[src/rtl/pmcr_pkg.sv]
package pmcr_pkg;

    // ----------------------------------------------------------------
    // Register byte addresses
    // ----------------------------------------------------------------
    localparam logic [31:0] ADDR_POWER_CONTROL = 32'h0004_0400;
    localparam logic [31:0] ADDR_SYSTEM_STATUS = 32'h0004_0104;

    // ----------------------------------------------------------------
    // Write-mask layout
    // ----------------------------------------------------------------
    localparam int MASK_LANE_BITS = 8;
    localparam int MASK_LOW_OFFSET = 8;
    localparam int MASK_HIGH_DATA_LSB = 16;
    localparam int MASK_HIGH_OFFSET = 24;

    // ----------------------------------------------------------------
    // Power control fields
    // ----------------------------------------------------------------
    localparam int CTRL_CORE_LOWPOWER_BIT = 0;
    localparam int CTRL_REF_OUTPUT_BIT = 1;
    localparam int CTRL_CHARGE_PUMP_BIT = 2;
    localparam int CTRL_GROUND_SELECT_BIT = 3;
    localparam int CTRL_BANDGAP_BIT = 4;
    localparam int CTRL_MODE_LSB = 16;
    localparam int CTRL_LEVEL_LSB = 18;
    localparam logic [31:0] CTRL_WRITABLE = 32'h000f_001f;
    localparam logic [31:0] CTRL_RESET = 32'h0000_0000;

    // ----------------------------------------------------------------
    // Analog supply mode encodings
    // ----------------------------------------------------------------
    localparam logic [1:0] MODE_HIGH_IMPEDANCE = 2'h0;
    localparam logic [1:0] MODE_SHORT_MAIN = 2'h1;
    localparam logic [1:0] MODE_WEAK_PULLDOWN = 2'h2;
    localparam logic [1:0] MODE_REGULATE = 2'h3;

    // ----------------------------------------------------------------
    // System status fields
    // ----------------------------------------------------------------
    localparam int STAT_UNDERVOLTAGE_BIT = 0;
    localparam int STAT_PIN_RESET_BIT = 1;
    localparam int STAT_WATCHDOG_BIT = 2;
    localparam int STAT_LOWPOWER_BIT = 3;
    localparam int STAT_IDLE_SELECT_BIT = 4;
    localparam logic [31:0] STAT_RW_BITS = 32'h0000_0010;
    localparam logic [31:0] STAT_CLEAR_BITS = 32'h0000_000f;
    localparam logic [31:0] STAT_RESET = 32'h0000_0001;

    // ----------------------------------------------------------------
    // Bus constants
    // ----------------------------------------------------------------
    localparam logic [1:0] HTRANS_NONSEQ = 2'h2;
    localparam logic HRESP_OKAY = 1'h0;
    localparam logic [31:0] READ_UNMAPPED = 32'h0000_0000;

endpackage

[src/rtl/pmcr_sync.sv]
`timescale 1ns/1ns
`default_nettype none

module pmcr_sync #(
    parameter int WIDTH = 1,
    parameter logic [WIDTH-1:0] RESET_VALUE = '0
) (
    input wire logic hclk,
    input wire logic hresetn,
    input wire logic [WIDTH-1:0] async_in,
    output logic [WIDTH-1:0] sync_out
);

    logic [WIDTH-1:0] stage1_q;

    // ----------------------------------------------------------------
    // Two flops per bit
    // ----------------------------------------------------------------
    for (genvar i = 0; i < WIDTH; i++) begin : g_bit
        always_ff @(posedge hclk or negedge hresetn) begin
            if (!hresetn) begin
                stage1_q[i] <= RESET_VALUE[i];
                sync_out[i] <= RESET_VALUE[i];
            end else begin
                stage1_q[i] <= async_in[i];
                sync_out[i] <= stage1_q[i];
            end
        end
    end

endmodule // pmcr_sync

`default_nettype wire

[src/rtl/pmcr_regs.sv]
// Implementation choice: the AHB-Lite slave port.
`timescale 1ns/1ns
`default_nettype none

module pmcr_regs (
    input wire logic hclk,
    input wire logic hresetn,
    input wire logic hsel,
    input wire logic [31:0] haddr,
    input wire logic [1:0] htrans,
    input wire logic hwrite,
    input wire logic [2:0] hsize,
    input wire logic [31:0] hwdata,
    input wire logic hready,
    output logic hreadyout,
    output logic hresp,
    output logic [31:0] hrdata,
    input wire logic main_supply_low,
    input wire logic core_supply_low,
    input wire logic supply_above_1v8,
    input wire logic reset_pin_level,
    input wire logic debug_reset_event,
    input wire logic watchdog_event,
    input wire logic lowpower_entry_event,
    input wire logic idle_wake_event,
    input wire logic converter_clock_enable,
    output logic chip_reset_n,
    output logic core_reg_lowpower,
    output logic ref_output_enable,
    output logic charge_pump_enable,
    output logic charge_pump_run,
    output logic analog_ground_select,
    output logic bandgap_enable,
    output logic common_mode_reference_valid,
    output logic [1:0] analog_supply_mode,
    output logic [1:0] analog_supply_level,
    output logic supply_short_main,
    output logic supply_weak_pulldown,
    output logic supply_high_impedance,
    output logic supply_regulate,
    output logic idle_mode_select,
    output logic watchdog_event_flag,
    output logic pin_reset_flag,
    output logic undervoltage_reset_flag,
    output logic lowpower_entry_flag
);

    // ----------------------------------------------------------------
    // Masked write helper
    // ----------------------------------------------------------------
    function automatic logic [31:0] masked_write(
        input logic [31:0] old_v,
        input logic [31:0] wdata,
        input logic [31:0] writable
    );
        logic [31:0] res;
        res = old_v;
        for (int i = 0; i < pmcr_pkg::MASK_LANE_BITS; i++) begin
            if (wdata[i + pmcr_pkg::MASK_LOW_OFFSET] && writable[i]) begin
                res[i] = wdata[i];
            end
            if (wdata[i + pmcr_pkg::MASK_HIGH_OFFSET]
                && writable[i + pmcr_pkg::MASK_HIGH_DATA_LSB]) begin
                res[i + pmcr_pkg::MASK_HIGH_DATA_LSB] =
                    wdata[i + pmcr_pkg::MASK_HIGH_DATA_LSB];
            end
        end
        return res;
    endfunction

    // ----------------------------------------------------------------
    // Synchronised pin and detector levels
    // ----------------------------------------------------------------
    logic [3:0] async_levels;
    logic [3:0] sync_levels;
    logic main_low_s;
    logic core_low_s;
    logic above_1v8_s;
    logic reset_pin_s;
    logic reset_pin_last_q;

    assign async_levels = {reset_pin_level, supply_above_1v8,
                           core_supply_low, main_supply_low};

    pmcr_sync #(
        .WIDTH(4),
        .RESET_VALUE(4'h0)
    ) u_sync (
        .hclk(hclk),
        .hresetn(hresetn),
        .async_in(async_levels),
        .sync_out(sync_levels)
    );

    assign main_low_s = sync_levels[0];
    assign core_low_s = sync_levels[1];
    assign above_1v8_s = sync_levels[2];
    assign reset_pin_s = sync_levels[3];

    always_ff @(posedge hclk or negedge hresetn) begin
        if (!hresetn) begin
            reset_pin_last_q <= 1'b0;
        end else begin
            reset_pin_last_q <= reset_pin_s;
        end
    end

    // ----------------------------------------------------------------
    // Event decode
    // ----------------------------------------------------------------
    logic undervoltage;
    logic pin_reset_rise;
    logic pin_or_debug_reset;

    assign undervoltage = main_low_s | core_low_s;
    assign pin_reset_rise = reset_pin_s & ~reset_pin_last_q;
    assign pin_or_debug_reset = pin_reset_rise | debug_reset_event;

    // ----------------------------------------------------------------
    // Bus address phase capture
    // ----------------------------------------------------------------
    logic addr_valid;
    logic hit_ctrl;
    logic hit_stat;
    logic wr_ctrl_q;
    logic wr_stat_q;
    logic [31:0] ctrl_q;
    logic [31:0] ctrl_d;
    logic [31:0] stat_q;
    logic [31:0] stat_d;
    logic [31:0] rdata_d;

    assign addr_valid = hsel & hready & (htrans == pmcr_pkg::HTRANS_NONSEQ);
    assign hit_ctrl = addr_valid & (haddr == pmcr_pkg::ADDR_POWER_CONTROL);
    assign hit_stat = addr_valid & (haddr == pmcr_pkg::ADDR_SYSTEM_STATUS);

    always_ff @(posedge hclk or negedge hresetn) begin
        if (!hresetn) begin
            wr_ctrl_q <= 1'b0;
            wr_stat_q <= 1'b0;
        end else begin
            wr_ctrl_q <= hit_ctrl & hwrite;
            wr_stat_q <= hit_stat & hwrite;
        end
    end

    // ----------------------------------------------------------------
    // Power control register next value
    // ----------------------------------------------------------------
    logic [31:0] ctrl_written;
    logic [31:0] ctrl_woken;

    assign ctrl_written = wr_ctrl_q ?
        masked_write(ctrl_q, hwdata, pmcr_pkg::CTRL_WRITABLE) : ctrl_q;

    // Wake clears low-power even against a same-cycle write
    assign ctrl_woken = idle_wake_event ?
        (ctrl_written & ~(32'h1 << pmcr_pkg::CTRL_CORE_LOWPOWER_BIT)) :
        ctrl_written;

    // Undervoltage resets the chip, control fields included
    assign ctrl_d = undervoltage ? pmcr_pkg::CTRL_RESET : ctrl_woken;

    always_ff @(posedge hclk or negedge hresetn) begin
        if (!hresetn) begin
            ctrl_q <= pmcr_pkg::CTRL_RESET;
        end else begin
            ctrl_q <= ctrl_d;
        end
    end

    // ----------------------------------------------------------------
    // System status register next value
    // ----------------------------------------------------------------
    logic [31:0] stat_written;
    logic [31:0] stat_sw;
    logic wdt_d;
    logic pin_d;
    logic uv_d;
    logic lp_d;

    assign stat_written = masked_write(stat_q, hwdata,
        pmcr_pkg::STAT_RW_BITS | pmcr_pkg::STAT_CLEAR_BITS);

    // Flags only go to zero from software; the select bit follows data
    assign stat_sw = wr_stat_q ?
        ((stat_written & pmcr_pkg::STAT_RW_BITS)
         | (stat_q & stat_written & pmcr_pkg::STAT_CLEAR_BITS)) : stat_q;

    // Set beats clear on every flag
    assign wdt_d = watchdog_event
        | (stat_sw[pmcr_pkg::STAT_WATCHDOG_BIT]
           & ~undervoltage & ~pin_or_debug_reset);
    assign pin_d = pin_or_debug_reset
        | (stat_sw[pmcr_pkg::STAT_PIN_RESET_BIT] & ~undervoltage);
    assign uv_d = undervoltage
        | (stat_sw[pmcr_pkg::STAT_UNDERVOLTAGE_BIT] & ~above_1v8_s);
    assign lp_d = lowpower_entry_event
        | (stat_sw[pmcr_pkg::STAT_LOWPOWER_BIT] & ~undervoltage);

    always_comb begin
        stat_d = '0;
        stat_d[pmcr_pkg::STAT_IDLE_SELECT_BIT] =
            stat_sw[pmcr_pkg::STAT_IDLE_SELECT_BIT] & ~undervoltage;
        stat_d[pmcr_pkg::STAT_WATCHDOG_BIT] = wdt_d;
        stat_d[pmcr_pkg::STAT_PIN_RESET_BIT] = pin_d;
        stat_d[pmcr_pkg::STAT_UNDERVOLTAGE_BIT] = uv_d;
        stat_d[pmcr_pkg::STAT_LOWPOWER_BIT] = lp_d;
    end

    always_ff @(posedge hclk or negedge hresetn) begin
        if (!hresetn) begin
            stat_q <= pmcr_pkg::STAT_RESET;
        end else begin
            stat_q <= stat_d;
        end
    end

    // ----------------------------------------------------------------
    // Read path
    // ----------------------------------------------------------------
    // Next values are read so a write just ahead is already visible;
    // mask lanes and reserved bits are never stored, so they read zero
    logic rd_ctrl;
    logic rd_stat;

    assign rd_ctrl = hit_ctrl & ~hwrite;
    assign rd_stat = hit_stat & ~hwrite;

    always_comb begin
        if (rd_ctrl) begin
            rdata_d = ctrl_d & pmcr_pkg::CTRL_WRITABLE;
        end else if (rd_stat) begin
            rdata_d = stat_d;
        end else begin
            rdata_d = pmcr_pkg::READ_UNMAPPED;
        end
    end

    always_ff @(posedge hclk or negedge hresetn) begin
        if (!hresetn) begin
            hrdata <= pmcr_pkg::READ_UNMAPPED;
            hreadyout <= 1'b1;
            hresp <= pmcr_pkg::HRESP_OKAY;
        end else begin
            hrdata <= rdata_d;
            hreadyout <= 1'b1;
            hresp <= pmcr_pkg::HRESP_OKAY;
        end
    end

    // ----------------------------------------------------------------
    // Analog supply mode decode
    // ----------------------------------------------------------------
    logic [1:0] mode_d;
    logic [1:0] level_d;
    logic short_d;
    logic pulldown_d;
    logic highz_d;
    logic regulate_d;

    assign mode_d = ctrl_d[pmcr_pkg::CTRL_MODE_LSB +: 2];
    assign level_d = ctrl_d[pmcr_pkg::CTRL_LEVEL_LSB +: 2];
    assign short_d = (mode_d == pmcr_pkg::MODE_SHORT_MAIN);
    assign pulldown_d = (mode_d == pmcr_pkg::MODE_WEAK_PULLDOWN);
    assign highz_d = (mode_d == pmcr_pkg::MODE_HIGH_IMPEDANCE);
    assign regulate_d = (mode_d == pmcr_pkg::MODE_REGULATE);

    // ----------------------------------------------------------------
    // Analog control outputs
    // ----------------------------------------------------------------
    logic bandgap_d;
    logic pump_en_d;

    assign bandgap_d = ctrl_d[pmcr_pkg::CTRL_BANDGAP_BIT];
    assign pump_en_d = ctrl_d[pmcr_pkg::CTRL_CHARGE_PUMP_BIT];

    always_ff @(posedge hclk or negedge hresetn) begin
        if (!hresetn) begin
            core_reg_lowpower <= 1'b0;
            ref_output_enable <= 1'b0;
            charge_pump_enable <= 1'b0;
            charge_pump_run <= 1'b0;
            analog_ground_select <= 1'b0;
            bandgap_enable <= 1'b0;
            common_mode_reference_valid <= 1'b0;
        end else begin
            core_reg_lowpower <= ctrl_d[pmcr_pkg::CTRL_CORE_LOWPOWER_BIT];
            ref_output_enable <= ctrl_d[pmcr_pkg::CTRL_REF_OUTPUT_BIT];
            charge_pump_enable <= pump_en_d;
            charge_pump_run <= pump_en_d & converter_clock_enable;
            analog_ground_select <= ctrl_d[pmcr_pkg::CTRL_GROUND_SELECT_BIT];
            bandgap_enable <= bandgap_d;
            common_mode_reference_valid <= bandgap_d;
        end
    end

    always_ff @(posedge hclk or negedge hresetn) begin
        if (!hresetn) begin
            analog_supply_mode <= pmcr_pkg::MODE_HIGH_IMPEDANCE;
            analog_supply_level <= 2'h0;
            supply_short_main <= 1'b0;
            supply_weak_pulldown <= 1'b0;
            supply_high_impedance <= 1'b1;
            supply_regulate <= 1'b0;
        end else begin
            analog_supply_mode <= mode_d;
            analog_supply_level <= level_d;
            supply_short_main <= short_d;
            supply_weak_pulldown <= pulldown_d;
            supply_high_impedance <= highz_d;
            supply_regulate <= regulate_d;
        end
    end

    // ----------------------------------------------------------------
    // Chip reset and status outputs
    // ----------------------------------------------------------------
    // Chip stays in reset while bus reset is low, then follows detector
    always_ff @(posedge hclk or negedge hresetn) begin
        if (!hresetn) begin
            chip_reset_n <= 1'b0;
        end else begin
            chip_reset_n <= ~undervoltage;
        end
    end

    always_ff @(posedge hclk or negedge hresetn) begin
        if (!hresetn) begin
            idle_mode_select <= 1'b0;
            watchdog_event_flag <= 1'b0;
            pin_reset_flag <= 1'b0;
            undervoltage_reset_flag <= 1'b1;
            lowpower_entry_flag <= 1'b0;
        end else begin
            idle_mode_select <= stat_d[pmcr_pkg::STAT_IDLE_SELECT_BIT];
            watchdog_event_flag <= wdt_d;
            pin_reset_flag <= pin_d;
            undervoltage_reset_flag <= uv_d;
            lowpower_entry_flag <= lp_d;
        end
    end

    // ----------------------------------------------------------------
    // Unused bus fields
    // ----------------------------------------------------------------
    // Only whole-word transfers are expected; size is not checked
    logic size_unused;

    assign size_unused = ^hsize;

endmodule // pmcr_regs

`default_nettype wire

[config.mk]
export PLATFORM = sky130hd
export DESIGN_NAME = pmcr_regs
export DESIGN_NICKNAME = d
export VERILOG_FILES = /design/src/rtl/pmcr_pkg.sv /design/src/rtl/pmcr_sync.sv /design/src/rtl/pmcr_regs.sv
export SDC_FILE = /design/constraint.sdc
export NUM_CORES = 1
export LEC_CHECK = 0
export ABC_AREA = 1
export BUFFER_PORTS_ARGS = -buffer_cell sky130_fd_sc_hd__buf_2
export CAP_MARGIN = 20
export CORE_UTILIZATION = 39
export DETAILED_ROUTE_END_ITERATION = 12
export PLACE_DENSITY = 0.78
export SLEW_MARGIN = 40
export SYNTH_ARGS = -nofsm -noshare
export SYNTH_HDL_FRONTEND = slang
export SYNTH_SLANG_ARGS = --single-unit
[constraint.sdc]
create_clock -name hclk -period 1.25 [get_ports hclk]
set_input_delay 0.3125 -clock hclk [delete_from_list [all_inputs] [get_ports hclk]]
set_output_delay 0.3125 -clock hclk [all_outputs]
set_load 0.02 [all_outputs]
==> flow_summary.yaml <==
placement:
  dpl_cell_area_sq_um: 2450
  dp_cells: 381
  dp_slack_ns: -0.114
  gp_congestion: 0.728
  dp_hpwl_mm: 3.36
  port_buffers: 95
clocking:
  cts.clk_slew.worst_paths_ns: 0.07
  cts_sinks: 40
  cts_tree: "built"
  cts_max_level: 2
  clk_latency_ns: 0.29
  cts_root_buffer: "clkbuf_8"
  cts_buffers: 5
  clk_path_buf_depth: 2
setup_path:
  crit_path_cell_trace: "buf_6"
  reg2reg_to: "hrdata[2]"
  cp_max_fo: 2
  required_ns: 0.94
  cp-start-kind: "register"
  max_stage_delay_ns: 0.54
  cp_num_buf_inv: 1
  crit_type: "register to output port"
  r2r-start: "u_sync.sync_out[1]"
  worst_path_max_delay_cell: "dfstp_2"
  r2r_cells: 5
  regToRegSetupSlack_ns: 0.02
  end_kind: "output port"
  critPathTopFamily: "flip-flops"
  arrival_ns: 0.93
yosys:
  synth-edff-count: 0
  yosys.area.top_type_share: 0.491
  synth_flop_cell: "dfrtp_1"
  ys_ff_latch: 40
  ys_async_sr_fraction: 1.00
  yosysWarnings: 0
  yosysSeqAreaShare: 0.518
  mappedNetlistArea_sq_um: 1940
  yosys-top-cells-area: "dfrtp_1 (49%), buf_4 (11%), nor2_1 (7.8%)"
  ys_top_cells_by_count: "nor2_1 (40), dfrtp_1 (38), nand2_1 (32)"
  yosysTopAreaCell: "dfrtp_1"
  synth_most_common_cell: "nor2_1"
  synth.distinct_cells: 25
  syn_inst: 216
  postSynthAreaPerCell_sq_um: 8.96
route:
  vias: 1672
  remaining_drc_errors: 0
  first_iter_violations: 29
  ant_nets: 0
  first_pass_iters: 4
  wl_per_cell_um: 10.4
  via_per_inst: 4.29
  wl_mm: 4.06
sta:
  fin_ws_ns: 0.00391
  fin_crit_ns: 1.25
  finalCritPeriodShare: 0.997
  setup_viol: 0
  skew_ns: 0.00510
  maxSlewViolCount: 0
  finalHoldViolCount: 0
  max_freq_ghz: 0.803
  rsz0062_at_grt: "yes"
finish:
  instances_no_fill: 390
  areaGrowthSynthToFinish_pct: 32.4
  drive_gt1_frac: 0.399
  design_area_sq_um: 2560
  antennaDiodeCount: 0
  nets: 406
  nFillCells: 421
floorplanning:
  io_pins: 138
  die_h_um: 72.5
  start_util: 0.407
  placeableCoreArea_sq_um: 4750
  rows: 25
  die_x_um: 72.5
  dieArea_sq_um: 5250
job:
  cap_violations: 0
grt:
  grt_pass1_wl_mm: 6.41
  grt_pass1_vias: 1601
  antenna_found_initial: 0
  grtUsageTotal: 0.162
  gr-total-overflow: 0
  grt_max_degree: 17
worst_hold_path:
  hold_end: "u_sync.stage1_q[3]"
  hold_path.class: "primary input to register"
  whs_path_depth: 1
  min_from: "reset_pin_level"
power:
  max-vdd-ir-drop_mv: 0.502
  p_leak_nw: 1.39
  power_per_cell_area_nw_per_um2: 942
outcome:
  status: "completed"
[logic make-up (layout without fill, tap and decap cells)]
family | Yosys count | count (layout) | share of synthesized area
buffers and inverters | 51 | 135 | 0.160
AOI/OAI and AO/OA | 15 | 15 | 0.0414
and+or+nand+nor | 108 | 108 | 0.277
other | 2 | 25 | 0.00388
DFF | 40 | 40 | 0.518
[metrics by stage]
step | hold slack, ns | utilization | setup TNS [ns] | power (mW)
2_1_floorplan | 0.0169 | - | 0 | 1.55
3_3_place_gp | 0.243 | 0.516 | -0.547 | 1.65
3_5_place_dp | 0.242 | 0.516 | -0.725 | 1.66
4_1_cts | 0.115 | 0.537 | -0.0109 | 2.44
5_1_grt | 0.120 | 0.539 | -0.189 | 2.53
6_report | 0.126 | 0.539 | 0 | 2.41
[layout by cell type, fill, tap and decap left out, types with 3 or more instances in the layout]
master	synthesis	layout
a21oi_1	10	10
o21ai_0	3	3
clkbuf_8	0	5
nor3_2	5	5
nand2_1	32	32
nand3_1	10	10
buf_2	0	93
nor2_1	40	39
nor3_1	5	5
dfrtp_1	38	38
nor2_2	3	4
inv_1	17	17
buf_4	28	8
nand4_1	5	5
conb_1	2	25
[worst register-to-register path: cells and delay by family (launching register included)]
kind,cells,cell delay [ns]
AND/OR/NAND/NOR,4,0.61
flip-flops,1,0.42
AO/OA/AOI/OAI,1,0.14
[worst max path at each step]
stage / endpoint / start / cells after the start
5_1_grt: hrdata[3] / u_sync.sync_out[1] / 5
6_report: undervoltage_reset_flag / stat_q[0] / 1
4_1_cts: undervoltage_reset_flag / stat_q[0] / 1
3_5_place_dp: hrdata[18] / haddr[5] / 7
2_1_floorplan: hrdata[2] / wr_ctrl_q / 6
3_3_place_gp: hrdata[17] / haddr[7] / 7
[layer usage]
| layer | global-route usage | wire length [um] | part of all wire | vias up |
|---|---|---|---|---|
| li1 | - | - | - | 836 |
| met1 | 0.166 | 1550 | 0.38 | 728 |
| met2 | 0.300 | 2130 | 0.52 | 97 |
| met3 | 0.0389 | 293 | 0.072 | 11 |
| met4 | 0.0937 | 95 | 0.023 | 0 |
| met5 | 0 | 0 | 0 | - |
[state kept, by name, summed over array words and instances (netlist names)]
| register | flops |
|---|---|
| analog_supply_level | 1 |
| analog_supply_mode | 1 |
| charge_pump_run | 1 |
| chip_reset_n | 1 |
| ctrl_q | 7 |
| hrdata | 9 |
| reset_pin_last_q | 1 |
| stat_q | 5 |
| supply_high_impedance | 1 |
| supply_regulate | 1 |
| supply_short_main | 1 |
| supply_weak_pulldown | 1 |
| u_sync.stage1_q | 4 |
| u_sync.sync_out | 4 |
| wr_ctrl_q | 1 |
| wr_stat_q | 1 |
[where the power goes]
group | switching [mW] | internal, mW
Clock | 0.394 | 0.379
Combinational | 0.190 | 0.117
Sequential | 0.0130 | 1.32
Total | 0.597 | 1.82
[cell type report]
class	instances	area [sq um]	share of cell area
Clock buffer	6	72.6	0.0283
Clock inverter	1	5.00	0.00195
Inverter	22	87.6	0.0342
Multi-Input combinational cell	148	712	0.278
Sequential cell	40	1000	0.392
Tap cell	67	83.8	0.0327
Timing Repair Buffer	106	598	0.233
[repair_timing]
item,in CTS,in global routing
setup endpoints to repair,2,10
setup buffers,0,1
hold endpoints to repair,13,0
hold buffers,1,0
cloned,0,0
resized for setup,4,1
Power figures use the tool's default switching activity.
